File: src/hdl/sysint_consts.vh
`ifndef SYSINT_CONSTS_VH
`define SYSINT_CONSTS_VH
// register indices; byte address is four times the index
`define IDX_BREAK_STATUS 18'h0fe00
`define IDX_RESET_CAUSE 18'h0fe01
`define IDX_BREAK_CTRL 18'h0fe03
`define IDX_PEND_A 18'h0fe10
`define IDX_PEND_B 18'h0fe11
`define IDX_PEND_C 18'h0fe12
`define ADDR_W 20
// reset cause bit positions
`define RC_POR 7
`define RC_PIN 6
`define RC_WDOG 5
`define RC_BADOP 4
`define RC_BADFETCH 3
`define RC_MONITOR 2
`define RC_UNDERV 1
// other field positions
`define BWS_EXIT_BIT 1
`define BFC_ENABLE_BIT 7
`define BYTE_ZERO 8'h00
`define RC_RESET 8'h80
// number of maskable request lines
`define NUM_REQ 20
// vector codes: 0 none, 1 software interrupt, 2.. request line index + 2
`define VEC_NONE 5'h00
`define VEC_SWI 5'h01
`define VEC_BASE 5'h02
// low power states
`define ST_RUN 2'h0
`define ST_WAIT 2'h1
`define ST_STOP 2'h2
`define ST_RECOVER 2'h3
// recovery lengths in oscillator cycles
`define RECOVER_LONG 4096
`define RECOVER_SHORT 32
// axi responses
`define RESP_OKAY 2'h0
`define RESP_DECERR 2'h3
`endif

File: src/hdl/recovery_timer.v
`timescale 1ns/1ps
`include "sysint_consts.vh"
// times the stop recovery period on the oscillator clock
module recovery_timer #(
    parameter LONG_CYCLES = `RECOVER_LONG,
    parameter SHORT_CYCLES = `RECOVER_SHORT
) (
    input wire clk_i,
    input wire nrst_i,
    input wire hold_clear_i,
    input wire start_i,
    input wire short_i,
    output reg done_o
);
    localparam [12:0] LONG_END = LONG_CYCLES[12:0] - 13'h0001;
    localparam [12:0] SHORT_END = SHORT_CYCLES[12:0] - 13'h0001;
    reg [12:0] cnt_ff;
    reg run_ff;
    reg [12:0] end_ff;

    // counter held at zero during stop, then counts the selected length
    always @(posedge clk_i or negedge nrst_i) begin
        if (!nrst_i) begin
            cnt_ff <= 13'h0000;
            run_ff <= 1'b0;
            end_ff <= 13'h0000;
            done_o <= 1'b0;
        end else begin
            done_o <= 1'b0;
            if (hold_clear_i) begin
                cnt_ff <= 13'h0000;
                run_ff <= 1'b0;
            end else if (start_i) begin
                cnt_ff <= 13'h0000;
                run_ff <= 1'b1;
                end_ff <= short_i ? SHORT_END : LONG_END;
            end else if (run_ff) begin
                if (cnt_ff == end_ff) begin
                    run_ff <= 1'b0;
                    done_o <= 1'b1;
                end else begin
                    cnt_ff <= cnt_ff + 13'h0001;
                end
            end
        end
    end
endmodule // recovery_timer

File: src/hdl/system_integration_unit.v
// What this block does
// - pending flags show 1 while each source requests, 0 otherwise.
// - fixed priority: software interrupt first, then lines one to twenty.
// - bits 1 and 0 of pending register a read zero.
// - bits 7 and 6 of pending register c read zero.
// - every reset source but the pin (synchronised first) acts at once, above interrupts, unarbitrated.
// - a break forces the cpu onto the software interrupt vector.
// - in break with clear enable off, flag clearing elsewhere is blocked.
// - a flag cleared in break with clearing enabled stays cleared.
// - two-step clears stay blocked in break; second step works after.
// - wait or stop clears the cpu interrupt mask.
// - wait stops cpu clocks, peripherals run, interrupts wake the cpu.
// - interrupt stacking starts one cycle after the wake cycle.
// - wait ends on reset or break; break sets the exited-wait flag.
// - watchdog runs, also in wait, when its disable bit is zero.
// - stop resets the counter, gates cpu, peripheral and oscillator clocks; interrupt or reset ends it.
// - stop recovery lasts 4096 cycles, or 32 when short recovery set.
// - counter held clear during stop, then times the recovery.
// - six registers decoded at their fixed addresses, user accessible.
// - reading the reset cause register returns flags then clears them.
// - power-on sets its flag and clears others; others only set theirs.
// - separate flags for pin, watchdog, opcode, fetch, voltage, monitor.
// - break clear enable is read/write; 1 allows clearing in break.
//
// Implementation choice: the AXI4-Lite slave port.
`timescale 1ns/1ps
`include "sysint_consts.vh"
module system_integration_unit #(
    parameter LONG_CYCLES = `RECOVER_LONG,
    parameter SHORT_CYCLES = `RECOVER_SHORT
) (
    input wire clk_i,
    input wire nrst_i,
    // axi4-lite slave
    input wire [`ADDR_W-1:0] s_axi_awaddr,
    input wire s_axi_awvalid,
    output reg s_axi_awready,
    input wire [31:0] s_axi_wdata,
    input wire [3:0] s_axi_wstrb,
    input wire s_axi_wvalid,
    output reg s_axi_wready,
    output reg [1:0] s_axi_bresp,
    output reg s_axi_bvalid,
    input wire s_axi_bready,
    input wire [`ADDR_W-1:0] s_axi_araddr,
    input wire s_axi_arvalid,
    output reg s_axi_arready,
    output reg [31:0] s_axi_rdata,
    output reg [1:0] s_axi_rresp,
    output reg s_axi_rvalid,
    input wire s_axi_rready,
    // interrupt requests and cpu handshake
    input wire [`NUM_REQ-1:0] irq_req_i,
    input wire swi_exec_i,
    input wire break_i,
    input wire wait_exec_i,
    input wire stop_exec_i,
    input wire cpu_imask_i,
    // reset sources
    input wire por_i,
    input wire rst_pin_n_i,
    input wire watchdog_rst_i,
    input wire bad_instruction_i,
    input wire unmapped_access_i,
    input wire opcode_fetch_i,
    input wire undervoltage_i,
    input wire monitor_entry_i,
    // configuration bits
    input wire short_stop_recovery_i,
    input wire watchdog_disable_i,
    // outputs
    output reg internal_reset_o,
    output reg [4:0] vector_code_o,
    output reg irq_pending_o,
    output reg stack_start_o,
    output reg clear_imask_o,
    output reg cpu_clk_en_o,
    output reg periph_clk_en_o,
    output reg osc_clk_en_o,
    output reg watchdog_run_o,
    output reg flag_clear_allow_o,
    output reg in_break_o
);
    reg [`NUM_REQ-1:0] pend_ff;
    reg [7:0] cause_ff;
    reg exit_flag_ff;
    reg clear_en_ff;
    reg [1:0] state_ff;
    reg [1:0] nxt_state;
    reg pin_s1_ff, pin_s2_ff, pin_s3_ff, pin_low_ff;
    reg aw_ff, w_ff;
    reg [`ADDR_W-1:0] awaddr_ff;
    reg [31:0] wdata_ff;
    reg [3:0] wstrb_ff;
    reg [4:0] nxt_vec;
    reg timer_start, timer_hold;
    wire timer_done;
    wire any_reset;
    wire wake_irq;
    wire wr_fire;
    wire rd_fire;
    wire [17:0] wr_idx;
    wire [17:0] rd_idx;
    wire rd_cause;
    wire wr_exit_clr;

    // word index from a byte address; low two bits ignored
    function [17:0] word_idx;
        input [`ADDR_W-1:0] a;
        begin
            word_idx = a[`ADDR_W-1:2];
        end
    endfunction

    // pin reset passes three flops; changes count when stages two and three agree
    always @(posedge clk_i or negedge nrst_i) begin
        if (!nrst_i) begin
            pin_s1_ff <= 1'b1;
            pin_s2_ff <= 1'b1;
            pin_s3_ff <= 1'b1;
            pin_low_ff <= 1'b0;
        end else begin
            pin_s1_ff <= rst_pin_n_i;
            pin_s2_ff <= pin_s1_ff;
            pin_s3_ff <= pin_s2_ff;
            if (pin_s2_ff == pin_s3_ff) begin
                pin_low_ff <= ~pin_s3_ff;
            end
        end
    end

    // all sources are ored: no priority among them
    assign any_reset = por_i | pin_low_ff | watchdog_rst_i | bad_instruction_i |
        (unmapped_access_i & opcode_fetch_i) | undervoltage_i | monitor_entry_i;
    assign wake_irq = |irq_req_i;

    // request lines copied into flags; bus writes never reach them
    always @(posedge clk_i or negedge nrst_i) begin
        if (!nrst_i) begin
            pend_ff <= {`NUM_REQ{1'b0}};
        end else begin
            pend_ff <= irq_req_i;
        end
    end

    // priority encoder: break and software interrupt first, then lowest line
    integer k;
    always @* begin
        nxt_vec = `VEC_NONE;
        for (k = `NUM_REQ - 1; k >= 0; k = k - 1) begin
            if (irq_req_i[k] && !cpu_imask_i) begin
                nxt_vec = `VEC_BASE + k[4:0];
            end
        end
        if (swi_exec_i || break_i) begin
            nxt_vec = `VEC_SWI;
        end
    end

    // vector cleared to none while a reset is under way, since resets outrank interrupts
    always @(posedge clk_i or negedge nrst_i) begin
        if (!nrst_i) begin
            vector_code_o <= `VEC_NONE;
            irq_pending_o <= 1'b0;
            internal_reset_o <= 1'b1;
            in_break_o <= 1'b0;
        end else begin
            internal_reset_o <= any_reset;
            in_break_o <= break_i;
            if (any_reset) begin
                vector_code_o <= `VEC_NONE;
                irq_pending_o <= 1'b0;
            end else begin
                vector_code_o <= nxt_vec;
                irq_pending_o <= (nxt_vec != `VEC_NONE);
            end
        end
    end

    // peripherals gate their own clears with this; two-step clears use it on step two
    always @(posedge clk_i or negedge nrst_i) begin
        if (!nrst_i) begin
            flag_clear_allow_o <= 1'b1;
            watchdog_run_o <= 1'b0;
        end else begin
            flag_clear_allow_o <= ~break_i | clear_en_ff;
            watchdog_run_o <= ~watchdog_disable_i;
        end
    end

    // low power sequencer
    always @* begin
        nxt_state = state_ff;
        timer_start = 1'b0;
        timer_hold = 1'b0;
        case (state_ff)
            `ST_RUN: begin
                if (stop_exec_i) begin
                    nxt_state = `ST_STOP;
                end else if (wait_exec_i) begin
                    nxt_state = `ST_WAIT;
                end
            end
            `ST_WAIT: begin
                if (wake_irq || break_i) begin
                    nxt_state = `ST_RUN;
                end
            end
            `ST_STOP: begin
                timer_hold = 1'b1;
                if (wake_irq || break_i) begin
                    nxt_state = `ST_RECOVER;
                    timer_hold = 1'b0;
                    timer_start = 1'b1;
                end
            end
            `ST_RECOVER: begin
                if (timer_done) begin
                    nxt_state = `ST_RUN;
                end
            end
            default: begin
                nxt_state = `ST_RUN;
            end
        endcase
        if (any_reset) begin
            nxt_state = `ST_RUN;
        end
    end

    always @(posedge clk_i or negedge nrst_i) begin
        if (!nrst_i) begin
            state_ff <= `ST_RUN;
            stack_start_o <= 1'b0;
            clear_imask_o <= 1'b0;
            cpu_clk_en_o <= 1'b1;
            periph_clk_en_o <= 1'b1;
            osc_clk_en_o <= 1'b1;
        end else begin
            state_ff <= nxt_state;
            clear_imask_o <= (state_ff == `ST_RUN) && (wait_exec_i || stop_exec_i)
                && !any_reset;
            // stacking one cycle after wake in wait, or after recovery in stop
            stack_start_o <= !any_reset && (((state_ff == `ST_WAIT) &&
                (wake_irq || break_i)) || ((state_ff == `ST_RECOVER) && timer_done));
            cpu_clk_en_o <= (nxt_state == `ST_RUN);
            periph_clk_en_o <= (nxt_state == `ST_RUN) || (nxt_state == `ST_WAIT);
            osc_clk_en_o <= (nxt_state != `ST_STOP);
        end
    end

    recovery_timer #(
        .LONG_CYCLES(LONG_CYCLES),
        .SHORT_CYCLES(SHORT_CYCLES)
    ) u_timer (
        .clk_i(clk_i),
        .nrst_i(nrst_i),
        .hold_clear_i(timer_hold),
        .start_i(timer_start),
        .short_i(short_stop_recovery_i),
        .done_o(timer_done)
    );

    // axi write channel: address and data taken in either order
    assign wr_fire = aw_ff && w_ff && !s_axi_bvalid;
    assign wr_idx = word_idx(awaddr_ff);
    assign wr_exit_clr = wr_fire && (wr_idx == `IDX_BREAK_STATUS) && wstrb_ff[0] &&
        !wdata_ff[`BWS_EXIT_BIT];

    always @(posedge clk_i or negedge nrst_i) begin
        if (!nrst_i) begin
            aw_ff <= 1'b0;
            w_ff <= 1'b0;
            awaddr_ff <= {`ADDR_W{1'b0}};
            wdata_ff <= 32'h00000000;
            wstrb_ff <= 4'h0;
            s_axi_awready <= 1'b1;
            s_axi_wready <= 1'b1;
            s_axi_bvalid <= 1'b0;
            s_axi_bresp <= `RESP_OKAY;
        end else begin
            if (s_axi_awvalid && s_axi_awready) begin
                aw_ff <= 1'b1;
                awaddr_ff <= s_axi_awaddr;
                s_axi_awready <= 1'b0;
            end
            if (s_axi_wvalid && s_axi_wready) begin
                w_ff <= 1'b1;
                wdata_ff <= s_axi_wdata;
                wstrb_ff <= s_axi_wstrb;
                s_axi_wready <= 1'b0;
            end
            if (wr_fire) begin
                aw_ff <= 1'b0;
                w_ff <= 1'b0;
                s_axi_bvalid <= 1'b1;
                // pending registers accept writes silently
                case (wr_idx)
                    `IDX_BREAK_STATUS, `IDX_RESET_CAUSE, `IDX_BREAK_CTRL,
                    `IDX_PEND_A, `IDX_PEND_B, `IDX_PEND_C: s_axi_bresp <= `RESP_OKAY;
                    default: s_axi_bresp <= `RESP_DECERR;
                endcase
            end
            if (s_axi_bvalid && s_axi_bready) begin
                s_axi_bvalid <= 1'b0;
                s_axi_awready <= 1'b1;
                s_axi_wready <= 1'b1;
            end
        end
    end

    // control bits; hardware set of the exit flag wins over a software clear
    always @(posedge clk_i or negedge nrst_i) begin
        if (!nrst_i) begin
            clear_en_ff <= 1'b0;
            exit_flag_ff <= 1'b0;
        end else begin
            if (wr_fire && (wr_idx == `IDX_BREAK_CTRL) && wstrb_ff[0]) begin
                clear_en_ff <= wdata_ff[`BFC_ENABLE_BIT];
            end
            if ((state_ff == `ST_WAIT) && break_i) begin
                exit_flag_ff <= 1'b1;
            end else if (wr_exit_clr) begin
                exit_flag_ff <= 1'b0;
            end
        end
    end

    // axi read channel; one read in flight, answer the cycle after address
    assign rd_fire = s_axi_arvalid && s_axi_arready;
    assign rd_idx = word_idx(s_axi_araddr);
    assign rd_cause = rd_fire && (rd_idx == `IDX_RESET_CAUSE);

    always @(posedge clk_i or negedge nrst_i) begin
        if (!nrst_i) begin
            s_axi_arready <= 1'b1;
            s_axi_rvalid <= 1'b0;
            s_axi_rdata <= 32'h00000000;
            s_axi_rresp <= `RESP_OKAY;
        end else begin
            if (rd_fire) begin
                s_axi_arready <= 1'b0;
                s_axi_rvalid <= 1'b1;
                s_axi_rresp <= `RESP_OKAY;
                s_axi_rdata <= 32'h00000000;
                case (rd_idx)
                    `IDX_BREAK_STATUS: s_axi_rdata[7:0] <= {6'h00, exit_flag_ff, 1'b0};
                    `IDX_RESET_CAUSE: s_axi_rdata[7:0] <= cause_ff;
                    `IDX_BREAK_CTRL: s_axi_rdata[7:0] <= {clear_en_ff, 7'h00};
                    `IDX_PEND_A: s_axi_rdata[7:0] <= {pend_ff[5:0], 2'b00};
                    `IDX_PEND_B: s_axi_rdata[7:0] <= pend_ff[13:6];
                    `IDX_PEND_C: s_axi_rdata[7:0] <= {2'b00, pend_ff[19:14]};
                    default: s_axi_rresp <= `RESP_DECERR;
                endcase
            end
            if (s_axi_rvalid && s_axi_rready) begin
                s_axi_rvalid <= 1'b0;
                s_axi_arready <= 1'b1;
            end
        end
    end

    // reset cause flags: power-on overwrites, others accumulate, a read clears;
    // a source active in the read cycle still lands, so no cause is lost
    always @(posedge clk_i or negedge nrst_i) begin
        if (!nrst_i) begin
            cause_ff <= `RC_RESET;
        end else begin
            if (por_i) begin
                cause_ff <= `RC_RESET;
            end else begin
                cause_ff <= (rd_cause ? `BYTE_ZERO : cause_ff) |
                    ({7'h00, pin_low_ff} << `RC_PIN) |
                    ({7'h00, watchdog_rst_i} << `RC_WDOG) |
                    ({7'h00, bad_instruction_i} << `RC_BADOP) |
                    ({7'h00, unmapped_access_i & opcode_fetch_i} << `RC_BADFETCH) |
                    ({7'h00, monitor_entry_i} << `RC_MONITOR) |
                    ({7'h00, undervoltage_i} << `RC_UNDERV);
            end
        end
    end
endmodule // system_integration_unit
File: config.mk
export PLATFORM = sky130hd
export DESIGN_NAME = system_integration_unit
export DESIGN_NICKNAME = d
export VERILOG_FILES = /design/src/hdl/recovery_timer.v /design/src/hdl/system_integration_unit.v
export VERILOG_INCLUDE_DIRS = /design/src /design/src/hdl
export SDC_FILE = /design/constraint.sdc
export NUM_CORES = 1
export LEC_CHECK = 0
export ABC_AREA = 1
export BUFFER_PORTS_ARGS = -buffer_cell sky130_fd_sc_hd__buf_2
export CORE_ASPECT_RATIO = 0.6
export CORE_MARGIN = 5
export CORE_UTILIZATION = 50
export CTS_CLUSTER_DIAMETER = 50
export DETAILED_ROUTE_END_ITERATION = 8
export PLACE_DENSITY = 0.84
export REMOVE_ABC_BUFFERS = 1
export SLEW_MARGIN = 20
export SYNTH_ARGS = -nofsm -noshare
export SYNTH_HDL_FRONTEND = slang
export SYNTH_SLANG_ARGS = --single-unit
File: constraint.sdc
create_clock -name clk_i -period 1.99 [get_ports clk_i]
set_input_delay 0.0995 -clock clk_i [delete_from_list [all_inputs] [get_ports clk_i]]
set_output_delay 0.0995 -clock clk_i [all_outputs]
set_load 0.01 [all_outputs]
==> impl_metrics.py <==
metrics = {
    "final_layout": {
        "area_growth_pct": 31.3,
        "multi_input_area_sq_mm": 0.00188,
        "final_core_util": 0.685,
        "antenna_cells": 0,
        "num-fill-cells": 717,
        "drive_gt1_frac": 0.228,
        "seq_area_sq_mm": 0.00264,
        "nNetsFinal": 873,
        "postLayoutCellArea_sq_mm": 0.00641,
    },
    "clock_tree": {
        "clockBufferDepth": 2,
        "cts-root-buf": "clkbuf_16",
        "cts_tree": "done",
        "htreeDepth": 3,
        "clk_pin_slew_ns": 0.07,
        "cts_buffers": 9,
        "clk_latency_ns": 0.34,
        "numClockSinks": 105,
    },
    "place": {
        "postPlaceCellArea_sq_mm": 0.00553,
        "io_buffers": 112,
        "gp_congestion": 0.867,
        "hpwl_mm": 8.91,
    },
    "yosys": {
        "yosys-top-cells-area": "dfrtp_1 48%, nand2_1 13%, dfstp_2 6.5%, inv_1 5.5%, buf_4 4.2%",
        "yosysTopAreaCell": "dfrtp_1",
        "syn-cell-area_sq_mm": 0.00488,
        "synth_edf_count": 0,
        "synth-simple-area-share": 0.260,
        "yosysSeqAreaShare": 0.541,
        "synthAdderAreaFrac": 0.00256,
        "async_flop_share": 1.00,
        "syn_inst": 585,
        "synth_mux_area_frac": 0.00205,
        "synth-seq-cells": 105,
        "yosys.area.top_type_share": 0.477,
        "synth_top_family_by_area": "simple AND/OR/NAND/NOR gates",
        "synth_compound_area_frac": 0.0851,
        "yosys_warnings": 0,
        "ys_types": 38,
        "synthFlopType": "dfrtp_1",
        "syn_avg_cell_area_sq_um": 8.34,
        "synthXorXnorAreaFrac": 0,
    },
    "grt": {
        "overflow": 0,
        "grt_max_degree": 106,
        "grt_pass1_wl_mm": 20.0,
        "grtUsageMet3": 0.0487,
        "first_global_vias": 4209,
        "met2_usage": 0.341,
        "top_usage_layer": "met2",
        "use_met1": 0.294,
        "track_usage": 0.211,
        "antenna_found_initial": 0,
    },
    "worst_setup_path": {
        "arrival_ns": 2.15,
        "cp-end-kind": "flip-flop",
        "cp_slowest_cell": "dlygate4sd3_1",
        "path_buf_inv": 2,
        "r2r_cells": 10,
        "crit_fanout": 3,
        "r2r_setup_slack_ns": 0.14,
        "crit_family": "simple AND/OR/NAND/NOR gates",
        "slowest_delay_ns": 0.59,
        "startpoint_type": "input port",
        "reg2reg_from": "u_timer.cnt_ff[2]",
        "required_ns": 2.26,
        "crit_type": "input port to flip-flop",
        "r2r-end": "u_timer.cnt_ff[9]",
        "crit_chain": "dlygate4sd3_1, or4_1, nor3_2, nand4_1, nor2_2, o21ai_2, nand3_1, nand2_1, inv_2, nor2_1",
        "crit_path_end": "cpu_clk_en_o",
        "path_depth": 10,
        "critPathLaunch": "irq_req_i[11]",
    },
    "sta": {
        "fin_crit_ns": 1.88,
        "max_slew.worst_pin.slew_ns": 0.621,
        "maxSlewViolCount": 0,
        "slew_headroom": 0.585,
        "timing.final.crit_share": 0.944,
        "clock-skew-final_ns": 0.00585,
        "setup_viol": 0,
        "whs_ns": 0.0210,
        "finalHoldViolCount": 0,
        "max_freq_ghz": 0.532,
        "rsz0062_at_grt": "true",
    },
    "power": {
        "leakagePower_nw": 3.40,
        "power.share.sequential": 0.482,
        "powerDensity_mw_per_mm2": 923,
        "vdd_ir_drop_max_mv": 0.479,
        "pwr-share-comb": 0.247,
        "p_clk_frac": 0.271,
        "p_switching_w": 0.00186,
        "internal-power_w": 0.00405,
        "p_sw_frac": 0.315,
    },
    "die": {
        "die_area_sq_mm": 0.0119,
        "num_rows": 27,
        "die_y_microns": 86.5,
        "die_w_microns": 138,
        "core_area_sq_mm": 0.00936,
        "io_pins": 174,
        "start_util": 0.522,
    },
    "route": {
        "vias": 4473,
        "antenna_left": 0,
        "drtIter0Drc": 417,
        "wire_per_inst_microns": 14.2,
        "drc": 0,
        "drt-total-wl_mm": 12.6,
        "avgViaCountPerCell": 5.03,
        "drt-pass1-iter-count": 5,
    },
    "hold_path": {
        "hold_path.class": "input port to flip-flop",
        "worstHoldPathCells": 2,
    },
    "job": {
        "drv_cap": 0,
    },
    "run_status": {
        "status": "completed",
    },
}
-- how the worst min path moves through the flow --
stage | from | to
2_1_floorplan | nrst_i | aw_ff
3_3_place_gp | nrst_i | vector_code_o[0]
3_5_place_dp | nrst_i | irq_pending_o
4_1_cts | por_i | cause_ff[1]
5_1_grt | por_i | cause_ff[1]
6_report | por_i | cause_ff[6]
-- area by class of cell --
| type | instances | area share |
|---|---|---|
| clock buffers | 14 | 0.0396 |
| clock inverters | 2 | 0.00215 |
| inverters | 76 | 0.0445 |
| multi-input cells | 391 | 0.293 |
| flip-flops and latches | 105 | 0.412 |
| well taps | 130 | 0.0254 |
| repair buffers | 171 | 0.183 |
-- flip-flops by register name, summed over array words and instances, names as in the netlist, 2 cells and up --
signal          count
s_axi_rdata         8
u_timer.end_ff      2
wdata_ff            2
vector_code_o       5
u_timer.cnt_ff     13
pend_ff            20
state_ff            2
awaddr_ff          18
cause_ff            7
-- metrics by stage --
stage / std cells / setup slack [ns] / power [W] / setup TNS, ns
floorplan: 572 / 0.403 / 0.00362 / 0
global placement: 822 / 0.215 / 0.00403 / 0
detailed placement: 822 / 0.0889 / 0.00412 / 0
CTS: 890 / 0.0314 / 0.00583 / 0
global route: 889 / -0.0244 / 0.00630 / -0.0277
finish: 889 / 0.110 / 0.00591 / 0
-- Yosys cell counts, types with 3 or more instances --
library cell	instances
a21oi_1	14
buf_2	3
buf_4	27
clkbuf_1	6
dfrtp_1	93
dfstp_2	12
inv_1	71
inv_2	5
nand2_1	170
nand3_1	26
nand4_1	22
nor2_1	46
nor3_1	14
nor4_1	6
o2111ai_1	4
o21ai_0	33
o22ai_1	5
-- per-layer routing --
layer  wire length (microns)  part of all wire  up-vias
met2                    6010              0.48      172
met4                      85            0.0067        0
met1                    5590              0.44     2106
met5                       0                 0        -
li1                        -                 -     2183
met3                     923             0.073       12
-- what timing repair did --
| action | CTS | global route |
|---|---|---|
| buffers inserted | 0 | 5 |
| hold buffers | 52 | 0 |
| gates resized for setup | 1 | 25 |
| pin swaps | 0 | 8 |
| hold endpoints to repair | 144 | 0 |
| endpoints found under the setup margin | 1 | 11 |
-- placed cells by master (no fill, tap or decap), types with 4 or more instances in the layout --
cell             n
inv_2            6
nand3_1         26
conb_1          24
nor3_1          13
nor4_1           6
inv_1           70
buf_2          105
clkbuf_16        9
dfrtp_1         93
nand4_1         22
nand2_1        163
o22ai_1          5
o2111ai_1        4
dlygate4sd3_1   49
o21ai_0         30
dfstp_2         12
clkbuf_1         4
nor2_1          43
nand2_2          9
buf_4           13
a21oi_1         13
-- cell families (layout without fill, tap and decap cells) --
kind of cell    count (synthesis)  after routing
other cells                     1             24
mux                             1              1
flops                         105            105
buf+inv                       112            263
fa+ha+maj                       1              1
simple gates                  294            294
compound gates                 71             71
-- power by group through the flow --
stage	logic, W	clock network, W	registers [W]
after floorplan	0.000767	0	0.00285
after global placement	0.00118	0	0.00285
after detailed placement	0.00125	0	0.00287
after CTS	0.00134	0.00164	0.00284
after global routing	0.00165	0.00174	0.00290
final	0.00146	0.00160	0.00285
Note: power is estimated with default switching activity, not from simulation.
